==> src/hw/uabd_pkg.sv <==
// Package for the auto-baud detect block: register map, fields, prescale counts, carriers
package uabd_pkg;
    localparam logic [7:0]  ADDR_CONTROL   = 8'h00;
    localparam logic [7:0]  ADDR_DIV_LOW   = 8'h04;
    localparam logic [7:0]  ADDR_DIV_HIGH  = 8'h08;
    localparam logic [7:0]  ADDR_RX_BUFFER = 8'h0C;
    localparam logic [7:0]  ADDR_STATUS    = 8'h10;
    localparam int          BIT_ABD_EN     = 0;
    localparam int          BIT_WUE_EN     = 1;
    localparam int          BIT_WIDE_SEL   = 2;
    localparam int          BIT_HS_SEL     = 3;
    localparam int          BIT_RX_FLAG    = 0;
    localparam int          BIT_BUSY       = 1;
    localparam int          BIT_RX_IDLE    = 2;
    localparam logic [3:0]  CONTROL_RESET  = 4'h0;
    localparam logic [15:0] DIV_RESET      = 16'h0000;
    localparam logic [15:0] DIV_START      = 16'h0001;
    localparam logic [8:0]  PRE_SLOW       = 9'h1FF;
    localparam logic [8:0]  PRE_MID        = 9'h07F;
    localparam logic [8:0]  PRE_FAST       = 9'h01F;
    localparam logic [2:0]  EDGES_TO_END   = 3'h4;

    typedef enum logic [2:0] {
        UABD_IDLE  = 3'b000,
        UABD_BREAK = 3'b001,
        UABD_BRKHI = 3'b010,
        UABD_START = 3'b011,
        UABD_FIRST = 3'b100,
        UABD_COUNT = 3'b101
    } uabd_state_t;

    typedef struct packed {
        logic [7:0]  adr;
        logic        we;
        logic [3:0]  sel;
        logic [31:0] dat;
        logic        cyc;
        logic        stb;
    } uabd_wb_req_t;
endpackage : uabd_pkg

==> src/hw/uabd_prescale.sv <==
// Prescaler producing one tick per auto-baud counter clock period
`timescale 1ns/10ps
module uabd_prescale (
    input  wire logic       clk_i,
    input  wire logic       rst_i,
    input  wire logic       run_i,
    input  wire logic       wide_i,
    input  wire logic       hs_i,
    output logic            tick_o
);
    import uabd_pkg::*;

    typedef struct packed {
        logic [8:0] cnt;
        logic       tick;
    } uabd_pre_st_t;

    uabd_pre_st_t st_reg;
    uabd_pre_st_t st_next;
    logic [8:0]   limit;

    always_comb begin
        // Counter clock is the base clock divided by 512, 128 or 32 by the select bits
        case ({wide_i, hs_i})
            2'b00:   limit = PRE_SLOW;
            2'b11:   limit = PRE_FAST;
            default: limit = PRE_MID;
        endcase
    end

    always_comb begin
        st_next      = st_reg;
        st_next.tick = 1'b0;
        if (!run_i) begin
            st_next.cnt = 9'h000;
        end else if (st_reg.cnt >= limit) begin
            st_next.cnt  = 9'h000;
            st_next.tick = 1'b1;
        end else begin
            st_next.cnt = st_reg.cnt + 9'h001;
        end
    end

    always_ff @(posedge clk_i) begin
        if (rst_i) begin
            st_reg <= '0;
        end else begin
            st_reg <= st_next;
        end
    end

    assign tick_o = st_reg.tick;
endmodule : uabd_prescale

==> src/hw/uabd_top.sv <==
// Auto-baud detect block with classic Wishbone register slave
// Functional notes
// - Setting autobaud_enable starts a measurement on the receive line.
// - Receive state machine is held idle while measuring.
// - Counting starts at the first rising edge after the start bit.
// - Measurement ends at the fifth rising edge, end of bit eight.
// - At end, count stays in divisor pair, enable clears, receive_flag sets.
// - Reading receive_buffer clears receive_flag; software discards the byte.
// - Both divisor bytes form one 16-bit counter during measurement.
// - Counter advances at 1/512, 1/128 or 1/32 of the base clock rate.
// - Counter clock is Fosc/512, Fosc/128 or Fosc/32 by select bits.
// - With wake_on_break_enable, measure the character after the break.
// - Counter starts from one, not zero.
// - Result is average bit time in full-speed generator counts.
// - Sync character gives five rising edges, last is stop bit edge.
//
// Design decisions made here: the Wishbone interface to the registers and the address map.
`timescale 1ns/10ps
module uabd_top (
    input  wire logic                  clk_i,
    input  wire logic                  rst_i,
    input  wire uabd_pkg::uabd_wb_req_t wb_req_i,
    output logic [31:0]                wb_dat_o,
    output logic                       wb_ack_o,
    input  wire logic                  rx_i,
    input  wire logic [7:0]            rx_data_i,
    input  wire logic                  rx_data_valid_i,
    output logic                       rx_hold_idle_o,
    output logic [15:0]                rate_divisor_o,
    output logic                       receive_flag_o
);
    import uabd_pkg::*;

    typedef struct packed {
        uabd_state_t fsm;
        logic        abd_en;
        logic        wue_en;
        logic        wide_sel;
        logic        hs_sel;
        logic [15:0] divisor;
        logic [2:0]  edges;
        logic        rx_prev;
        logic        rx_flag;
        logic [7:0]  rx_buf;
        logic        ack;
        logic [31:0] rdata;
    } uabd_st_t;

    uabd_st_t st_reg;
    uabd_st_t st_next;
    logic     tick;
    logic     rise;
    logic     fall;
    logic     access;
    logic     wr_ctl;
    logic     counting;

    assign rise     = rx_i && !st_reg.rx_prev;
    assign fall     = !rx_i && st_reg.rx_prev;
    assign access   = wb_req_i.cyc && wb_req_i.stb && !st_reg.ack;
    assign wr_ctl   = access && wb_req_i.we && wb_req_i.sel[0] && (wb_req_i.adr == ADDR_CONTROL);
    assign counting = (st_reg.fsm == UABD_COUNT);

    uabd_prescale u_prescale (
        .clk_i  (clk_i),
        .rst_i  (rst_i),
        .run_i  (counting),
        .wide_i (st_reg.wide_sel),
        .hs_i   (st_reg.hs_sel),
        .tick_o (tick)
    );

    always_comb begin
        st_next         = st_reg;
        st_next.rx_prev = rx_i;
        st_next.ack     = access;

        if (access && !wb_req_i.we) begin
            case (wb_req_i.adr)
                ADDR_CONTROL: begin
                    st_next.rdata = {28'h0000000, st_reg.hs_sel, st_reg.wide_sel, st_reg.wue_en, st_reg.abd_en};
                end
                ADDR_DIV_LOW:   st_next.rdata = {24'h000000, st_reg.divisor[7:0]};
                ADDR_DIV_HIGH:  st_next.rdata = {24'h000000, st_reg.divisor[15:8]};
                ADDR_RX_BUFFER: begin
                    st_next.rdata   = {24'h000000, st_reg.rx_buf};
                    st_next.rx_flag = 1'b0;
                end
                ADDR_STATUS: begin
                    st_next.rdata = {29'h00000000, (st_reg.fsm == UABD_IDLE), st_reg.abd_en, st_reg.rx_flag};
                end
                default:        st_next.rdata = 32'h00000000;
            endcase
        end

        // Normal receive path loads the buffer only when not measuring; a new byte beats a same-cycle buffer read
        if (rx_data_valid_i && st_reg.fsm == UABD_IDLE && !st_reg.abd_en) begin
            st_next.rx_buf  = rx_data_i;
            st_next.rx_flag = 1'b1;
        end

        if (access && wb_req_i.we) begin
            if (wr_ctl) begin
                st_next.abd_en   = wb_req_i.dat[BIT_ABD_EN];
                st_next.wue_en   = wb_req_i.dat[BIT_WUE_EN];
                st_next.wide_sel = wb_req_i.dat[BIT_WIDE_SEL];
                st_next.hs_sel   = wb_req_i.dat[BIT_HS_SEL];
            end
            if (wb_req_i.sel[0] && wb_req_i.adr == ADDR_DIV_LOW && st_reg.fsm == UABD_IDLE) begin
                st_next.divisor[7:0] = wb_req_i.dat[7:0];
            end
            if (wb_req_i.sel[0] && wb_req_i.adr == ADDR_DIV_HIGH && st_reg.fsm == UABD_IDLE) begin
                st_next.divisor[15:8] = wb_req_i.dat[7:0];
            end
        end

        case (st_reg.fsm)
            UABD_IDLE: begin
                if (st_reg.abd_en) begin
                    if (st_reg.wue_en) begin
                        st_next.fsm = UABD_BREAK;
                    end else begin
                        st_next.fsm = UABD_START;
                    end
                end
            end
            UABD_BREAK: begin
                if (fall) begin
                    st_next.fsm = UABD_BRKHI;
                end
            end
            UABD_BRKHI: begin
                // Break ends on the line's return high; next low is the sync start bit
                if (rise) begin
                    st_next.fsm = UABD_START;
                end
            end
            UABD_START: begin
                if (fall) begin
                    st_next.fsm = UABD_FIRST;
                end
            end
            UABD_FIRST: begin
                if (rise) begin
                    st_next.fsm     = UABD_COUNT;
                    st_next.divisor = DIV_START;
                    st_next.edges   = 3'h0;
                end
            end
            UABD_COUNT: begin
                if (tick) begin
                    st_next.divisor = st_reg.divisor + 16'h0001;
                end
                if (rise) begin
                    st_next.edges = st_reg.edges + 3'h1;
                    if (st_reg.edges == EDGES_TO_END - 3'h1) begin
                        st_next.fsm     = UABD_IDLE;
                        st_next.abd_en  = 1'b0;
                        st_next.rx_flag = 1'b1;
                    end
                end
            end
            default: st_next.fsm = UABD_IDLE;
        endcase

        // Software cancelling the enable aborts any measurement in progress
        if (wr_ctl && !wb_req_i.dat[BIT_ABD_EN]) begin
            st_next.fsm = UABD_IDLE;
        end
    end

    always_ff @(posedge clk_i) begin
        if (rst_i) begin
            st_reg          <= '0;
            st_reg.fsm      <= UABD_IDLE;
            st_reg.divisor  <= DIV_RESET;
            st_reg.rx_prev  <= 1'b1;
            {st_reg.hs_sel, st_reg.wide_sel, st_reg.wue_en, st_reg.abd_en} <= CONTROL_RESET;
        end else begin
            st_reg <= st_next;
        end
    end

    assign wb_dat_o       = st_reg.rdata;
    assign wb_ack_o       = st_reg.ack;
    assign rx_hold_idle_o = st_reg.abd_en || (st_reg.fsm != UABD_IDLE);
    assign rate_divisor_o = st_reg.divisor;
    assign receive_flag_o = st_reg.rx_flag;
endmodule : uabd_top

==> config.mk <==
export PLATFORM = sky130hd
export DESIGN_NAME = uabd_top
export DESIGN_NICKNAME = d
export VERILOG_FILES = /design/src/hw/uabd_pkg.sv /design/src/hw/uabd_prescale.sv /design/src/hw/uabd_top.sv
export SDC_FILE = /design/constraint.sdc
export NUM_CORES = 1
export LEC_CHECK = 0
export ABC_AREA = 1
export BUFFER_PORTS_ARGS = -buffer_cell sky130_fd_sc_hd__buf_2
export CAP_MARGIN = 15
export CORE_ASPECT_RATIO = 1.4
export CORE_MARGIN = 8
export CORE_UTILIZATION = 40
export DETAILED_ROUTE_END_ITERATION = 16
export SLEW_MARGIN = 15
export SYNTH_ARGS = -nofsm -noshare
export SYNTH_HDL_FRONTEND = slang
export SYNTH_SLANG_ARGS = --single-unit
export TNS_END_PERCENT = 100
==> constraint.sdc <==
create_clock -name clk_i -period 1.6 [get_ports clk_i]
set_input_delay 0.24 -clock clk_i [delete_from_list [all_inputs] [get_ports clk_i]]
set_output_delay 0.24 -clock clk_i [all_outputs]
set_load 0.02 [all_outputs]
==> metrics.cfg, run 1 <==
[status]
status = complete, no violations

[critical_path]
critPathKind = reg -> out
critPathMaxFanout = 5
cp-end-kind = output port
critPathArrivalTime_ns = 1.28
required_ns = 1.36
cp-start-kind = register

[logic_synthesis]
yosysWarnings = 0
ys_seq_area_share_pct = 30.1
ys.flop_type = dfxtp_1
synth-async-reset-ratio_pct = 0
avgSynthCellArea_um2 = 6.73
syn_inst = 543
synth-seq-cells = 55
synth-edff-count = 0
syn_area_mm2 = 0.00365
ys_types = 37

[clocking]
clockRootBuffer = clkbuf_16
cts_tree = built
clkSlewWorstSetupHoldPaths_ns = 0.07
cts_sinks = 55
cts_buffers = 5
worstSkewPairLatency_ns = 0.30
cts_hold_buf = 0
cts_max_path_buffers = 2
cts_max_level = 2

[cells_and_area]
layout-drive-gt1-share_pct = 21.2
largest_reg_flops = 19
syn_to_final_growth_pct = 14.3
n_antenna_cell = 0
nFillCells = 931
register_area_mm2 = 0.00110
multi_input_area_mm2 = 0.00199
fin_nets = 665

[global_routing]
grt.total_usage_pct = 15.8
grt_pass1_wl_um = 16500
grt.overflow.total = 0
antenna_found_initial = 0
grt_max_degree = 26
grt_pass1_vias = 3576

[detailed_routing]
post_drt_wl_per_cell_um = 14.2
route.detailed.drc = 0
drt-total-wl_um = 10000
drt_iter0_markers = 180
num_vias = 3494
dr.pass1.iters = 4
drtAntennaViolNets = 0
via_per_inst = 4.95

[timing]
tns_ns = 0
setup_viol = 0
slew_viol_final = 0
min_period_ns = 1.52
finalHoldViolCount = 0
max_freq_mhz = 657
min_period_over_period_pct = 95.1
fin_skew_ns = 0.00645

[floorplan]
die_y_um = 129
rows = 41
io_pins = 110
core-area_mm2 = 0.00893
die_x_um = 96.8
die-area_mm2 = 0.0125
initial_core_util_pct = 40.9

[placement]
port-buffer-count = 58
dp_hpwl_um = 7870
routabilityCongestion = 0.892

[power_and_ir_drop]
p_leak_nw = 1.93
power_density_mw_per_mm2 = 930
ir_drop_uv = 461
p_total_w = 0.00388

[min_path]
hp-class = in -> reg

[job]
maxCapViolCount = 0

## power by group
part	total [W]	switching (W)	internal, W	leakage [nW]
Combinational	0.00102	0.000698	0.000327	1.40
Sequential	0.00159	0.000107	0.00148	0.447
Clock	0.00127	0.000522	0.000746	0.0815
## synthesized netlist by cell type (4+ instances only)
master,n,area share (%)
xor2_1,4,0.96
buf_6,5,1.5
nor2_2,4,0.69
nor2_1,47,4.8
nor2_4,6,1.8
nand4_1,8,1.4
buf_4,49,10
o21ai_0,26,3.6
a21oi_1,38,5.2
nand3_1,72,9.9
nand2_1,115,12
inv_1,64,6.6
dfxtp_1,55,30
ha_1,8,2.7
## what timing repair did
item                                    4_1_cts  5_1_grt
resized for setup                             0       11
hold endpoints to repair                      0        0
endpoints found under the setup margin        0       17
buffers inserted                              0        5
## layout make-up
| class | count | share of cell area [%] |
|---|---|---|
| multi-input combinational | 385 | 47.7 |
| sequential | 55 | 26.4 |
| timing repair buffer | 83 | 12.3 |
| inverter | 68 | 6.29 |
| tap | 107 | 3.21 |
| clock buffer | 6 | 3.09 |
| clock inverter | 2 | 0.929 |
## final timing paths
check	from	endpoint	slack, ns	depth (start not counted)
max	st_reg[67]$_SDFFE_PP0P_	rx_hold_idle_o	0.08	5
min	rx_i	st_reg[42]$_SDFF_PP1_	0.17	2
max reg2reg	st_reg[68]$_SDFFE_PP0P_	rate_divisor_o[8]$_SDFF_PP0_	0.12	8
min reg2reg	wb_ack_o$_SDFF_PP0_	wb_ack_o$_SDFF_PP0_	0.44	1
## layout by cell type, fill, tap and decap left out, drive strengths merged
cell    count
nand2     121
buf        83
nand3      74
inv        69
nor2       58
dfxtp      55
a21oi      40
o21ai      29
conb       24
nand4      10
ha          8
clkbuf      6
xor2        4
nor3        4
o211ai      3
a31oi       3
nand3b      2
xnor2       2
o21a        1
nor3b       1
or2         1
bufinv      1
## logic make-up after synthesis
family | count (synthesis) | share of synthesized area [%]
other | 1 | 0.103
XOR/XNOR | 6 | 1.44
buffers and inverters | 127 | 19.3
AO/OA/AOI/OAI | 76 | 11.1
AND/OR/NAND/NOR | 270 | 35.2
flip-flops | 55 | 30.1
adder cells (fa/ha/maj) | 8 | 2.74
## critical path: stages (launching register included)
cell and delay (ns):
dfxtp_1 0.39, nor2_4 0.16, nand2_4 0.09, inv_2 0.10, nand2_2 0.08, buf_2 0.16
## metal layers
layer	track usage, %	wire, µm	vias up
met5	0	0	-
met4	7.81	242	0
met1	15.9	3880	1594
met2	30.4	5430	89
met3	3.14	458	15
li1	-	-	1796
## per-stage QoR
stage	setup slack, ns	cells	instance area, µm²	util [%]	hold slack (ns)
2_1_floorplan	0.219	566	3740	-	0.347
4_1_cts	0.0406	700	4060	45.5	0.171
5_1_grt	-0.0143	706	4180	46.8	0.166
6_report	0.0781	706	4180	46.8	0.167
3_3_place_gp	0.0852	692	3890	43.6	0.433
3_5_place_dp	0.0526	692	3890	43.6	0.439
No activity file was read; power rests on OpenSTA's default activity.
==> run 2: changes to the inputs <==
--- a/config.mk
+++ b/config.mk
@@ -10,8 +10,9 @@
 export CAP_MARGIN = 15
 export CORE_ASPECT_RATIO = 1.4
 export CORE_MARGIN = 8
-export CORE_UTILIZATION = 40
+export CORE_UTILIZATION = 50
 export DETAILED_ROUTE_END_ITERATION = 16
+export PLACE_DENSITY = 0.78
 export SLEW_MARGIN = 15
 export SYNTH_ARGS = -nofsm -noshare
 export SYNTH_HDL_FRONTEND = slang
==> run 2 against run 1 <==
Against the previous run:
- combinational power about the same
- critical path type unchanged
- register-to-register slack lost 0.04 ns
- first-iteration DRC count grew 31%
- non-clock buffer count decreased by 6
- maximum frequency shrank 0.14%
- sequential cell count stayed put
==> metrics.cfg, run 2 (same netlist as run 1, synthesis figures left out) <==
[critical_path]
cp-start-kind = register
rr_startpoint = st_reg[63]$_SDFFE_PP0P_
timing.rr.end = u_prescale.st_reg[5]$_SDFF_PP0_
required_ns = 1.36  ; about the same
critPathKind = reg -> out
critPathArrivalTime_ns = 1.28  ; about the same
r2r_slack_ns = 0.08  ; -0.04 ns
reg2reg_depth = 7  ; -1
cp-end-kind = output port
critPathMaxFanout = 5  ; unchanged

[global_routing]
grt_pass1_vias = 3478  ; -2.7%
grt.overflow.total = 0  ; unchanged
antenna_found_initial = 0  ; unchanged
grt_pass1_wl_um = 15000  ; -8.8%
grt_util_met2_pct = 33.8  ; +3.4 points
grt_max_degree = 23  ; -12%
grt.busiest_layer = met2
grt.total_usage_pct = 18.3  ; +2.4 points
use_met3_pct = 3.14  ; about the same
grt_use_met1_pct = 18.4  ; +2.5 points

[power_and_ir_drop]
intPower_w = 0.00213  ; -17%
power_density_mw_per_mm2 = 846  ; -9.1%
seqPwrFrac_pct = 46.4  ; +5.4 points
switchingPower_w = 0.00131  ; -1.4%
ir_drop_uv = 454  ; -1.6%
p_leak_nw = 1.86  ; -3.7%
p_sw_share_pct = 38.1  ; +3.9 points
pwr-share-comb_pct = 29.3  ; +2.9 points
pwr-share-clk_pct = 24.3  ; -8.4 points

[cells_and_area]
nFillCells = 725  ; -22%
syn_to_final_growth_pct = 11.2
mostFrequentLayoutCell = nand2_1
layout_common_cells = 114 x nand2_1, 72 x nand3_1, 62 x inv_1
n_antenna_cell = 0  ; unchanged
fin_nets = 659  ; -0.90%
multi_input_area_mm2 = 0.00202  ; +1.6%
layout-drive-gt1-share_pct = 21.4  ; +0.21 points
register_area_mm2 = 0.00111  ; +0.34%
instances_no_fill = 690  ; -2.3%
largest_reg_flops = 19  ; unchanged

[timing]
fin_skew_ns = 0.0138  ; +0.00732 ns
setup_viol = 0  ; unchanged
finalHoldViolCount = 0  ; unchanged
slew_viol_final = 0  ; unchanged
min_period_over_period_pct = 95.3  ; +0.13 points
max_freq_mhz = 656  ; -0.14%
min_period_ns = 1.52  ; +0.00212 ns
tns_ns = 0  ; unchanged

[clocking]
cts_buffers = 5  ; unchanged
cts_max_level = 2  ; unchanged
cts_tree = built
clkSlewWorstSetupHoldPaths_ns = 0.10  ; +0.03 ns
cts_max_path_buffers = 2  ; unchanged
cts_sinks = 55  ; unchanged
worstSkewPairLatency_ns = 0.32  ; +0.02 ns
postCtsSetupBuffers = 0  ; unchanged
clockRootBuffer = clkbuf_8

[detailed_routing]
num_vias = 3539  ; +1.3%
drtAntennaViolNets = 0  ; unchanged
post_drt_wl_per_cell_um = 13.7  ; -3.4%
drt-total-wl_um = 9450  ; -5.6%
route.detailed.drc = 0  ; unchanged
via_per_inst = 5.13  ; +3.6%
dr.pass1.iters = 4  ; unchanged
drt_iter0_markers = 236  ; +31%

[status]
status = complete, no violations

[placement]
dp_hpwl_um = 7420  ; -5.8%
port-buffer-count = 58  ; unchanged
routabilityCongestion = 0.953  ; +6.8%
placed_cells = 681  ; -1.6%

[floorplan]
io_pins = 110  ; unchanged
die-area_mm2 = 0.0103  ; -17%
die_y_um = 117  ; -9.2%
die_x_um = 88.2  ; -8.8%
core-area_mm2 = 0.00722  ; -19%
initial_core_util_pct = 50.6  ; +9.7 points
rows = 37  ; -9.8%

[min_path]
hold_start = rx_i
hp-class = in -> reg
min_to = st_reg[42]$_SDFF_PP1_
whs_path_depth = 2  ; unchanged

[job]
maxCapViolCount = 0  ; unchanged

## run 2: cell types whose count changed in the layout (fill, tap and decap cells not counted), sizes merged
cell,before,now
buf,83,77
bufinv,1,0
clkbuf,6,5
clkinv,0,1
inv,69,70
## run 2: critical path, stage by stage, from the launching register on
cell	delay [ns]
dfxtp_2	0.38
nor2_4	0.17
nand2_4	0.09
inv_2	0.09
nand2_2	0.08
buf_2	0.17
## run 2: area by class of cell
type                    instances  area share, %
clock buffers                   5           1.69
repair buffers                 77           11.3
well taps                      97           2.99
inverters                      68           6.34
multi-input cells             385           49.8
flip-flops and latches         55           27.2
clock inverters                 3          0.647
## run 2: timing repair
action / in CTS / in global routing
hold buffers: 0 / 0
pin swaps: 0 / 3
resized for setup: 1 / 15
setup endpoints to repair: 1 / 16
cloned: 0 / 1
## run 2: worst max-delay path by stage
stage                     slack, ns  cells past startpoint                            start                         endpoint
final                          0.08                      5          st_reg[67]$_SDFFE_PP0P_                   rx_hold_idle_o
after global routing          -0.04                      6  u_prescale.st_reg[1]$_SDFF_PP0_  u_prescale.st_reg[9]$_SDFF_PP0_
after CTS                      0.02                      5          st_reg[67]$_SDFFE_PP0P_                   rx_hold_idle_o
after detailed placement       0.05                      7                     wb_req_i[40]          st_reg[62]$_SDFFE_PP0P_
after global placement         0.12                      7                     wb_req_i[43]          st_reg[66]$_SDFFE_PP0P_
after floorplan                0.22                      7          st_reg[63]$_SDFFE_PP0P_  u_prescale.st_reg[4]$_SDFF_PP0_
## run 2: power groups by stage
stage	Combinational, W	Clock (W)	Sequential, W
2_1_floorplan	0.000807	0	0.00161
3_3_place_gp	0.000965	0	0.00162
3_5_place_dp	0.000993	0	0.00162
4_1_cts	0.000997	0.000859	0.00159
5_1_grt	0.00111	0.000897	0.00161
6_report	0.00101	0.000834	0.00159
## run 2: per-layer routing
layer | share of wire [%] | wire length (µm)
met1 | 37 | 3540
met2 | 52 | 4870
met3 | 6.6 | 620
met4 | 4.4 | 418
met5 | 0 | 0
## run 2: per-stage QoR
step                hold slack [ns]  power (W)  setup WS, ns  area [µm²]  util [%]
finish                        0.141    0.00344        0.0760        4060      56.3
global route                  0.138    0.00362       -0.0427        4060      56.3
CTS                           0.130    0.00345        0.0237        3970      55.0
detailed placement            0.432    0.00261        0.0476        3870      53.6
global placement              0.428    0.00258         0.120        3870      53.6
floorplan                     0.347    0.00241         0.219        3740         -
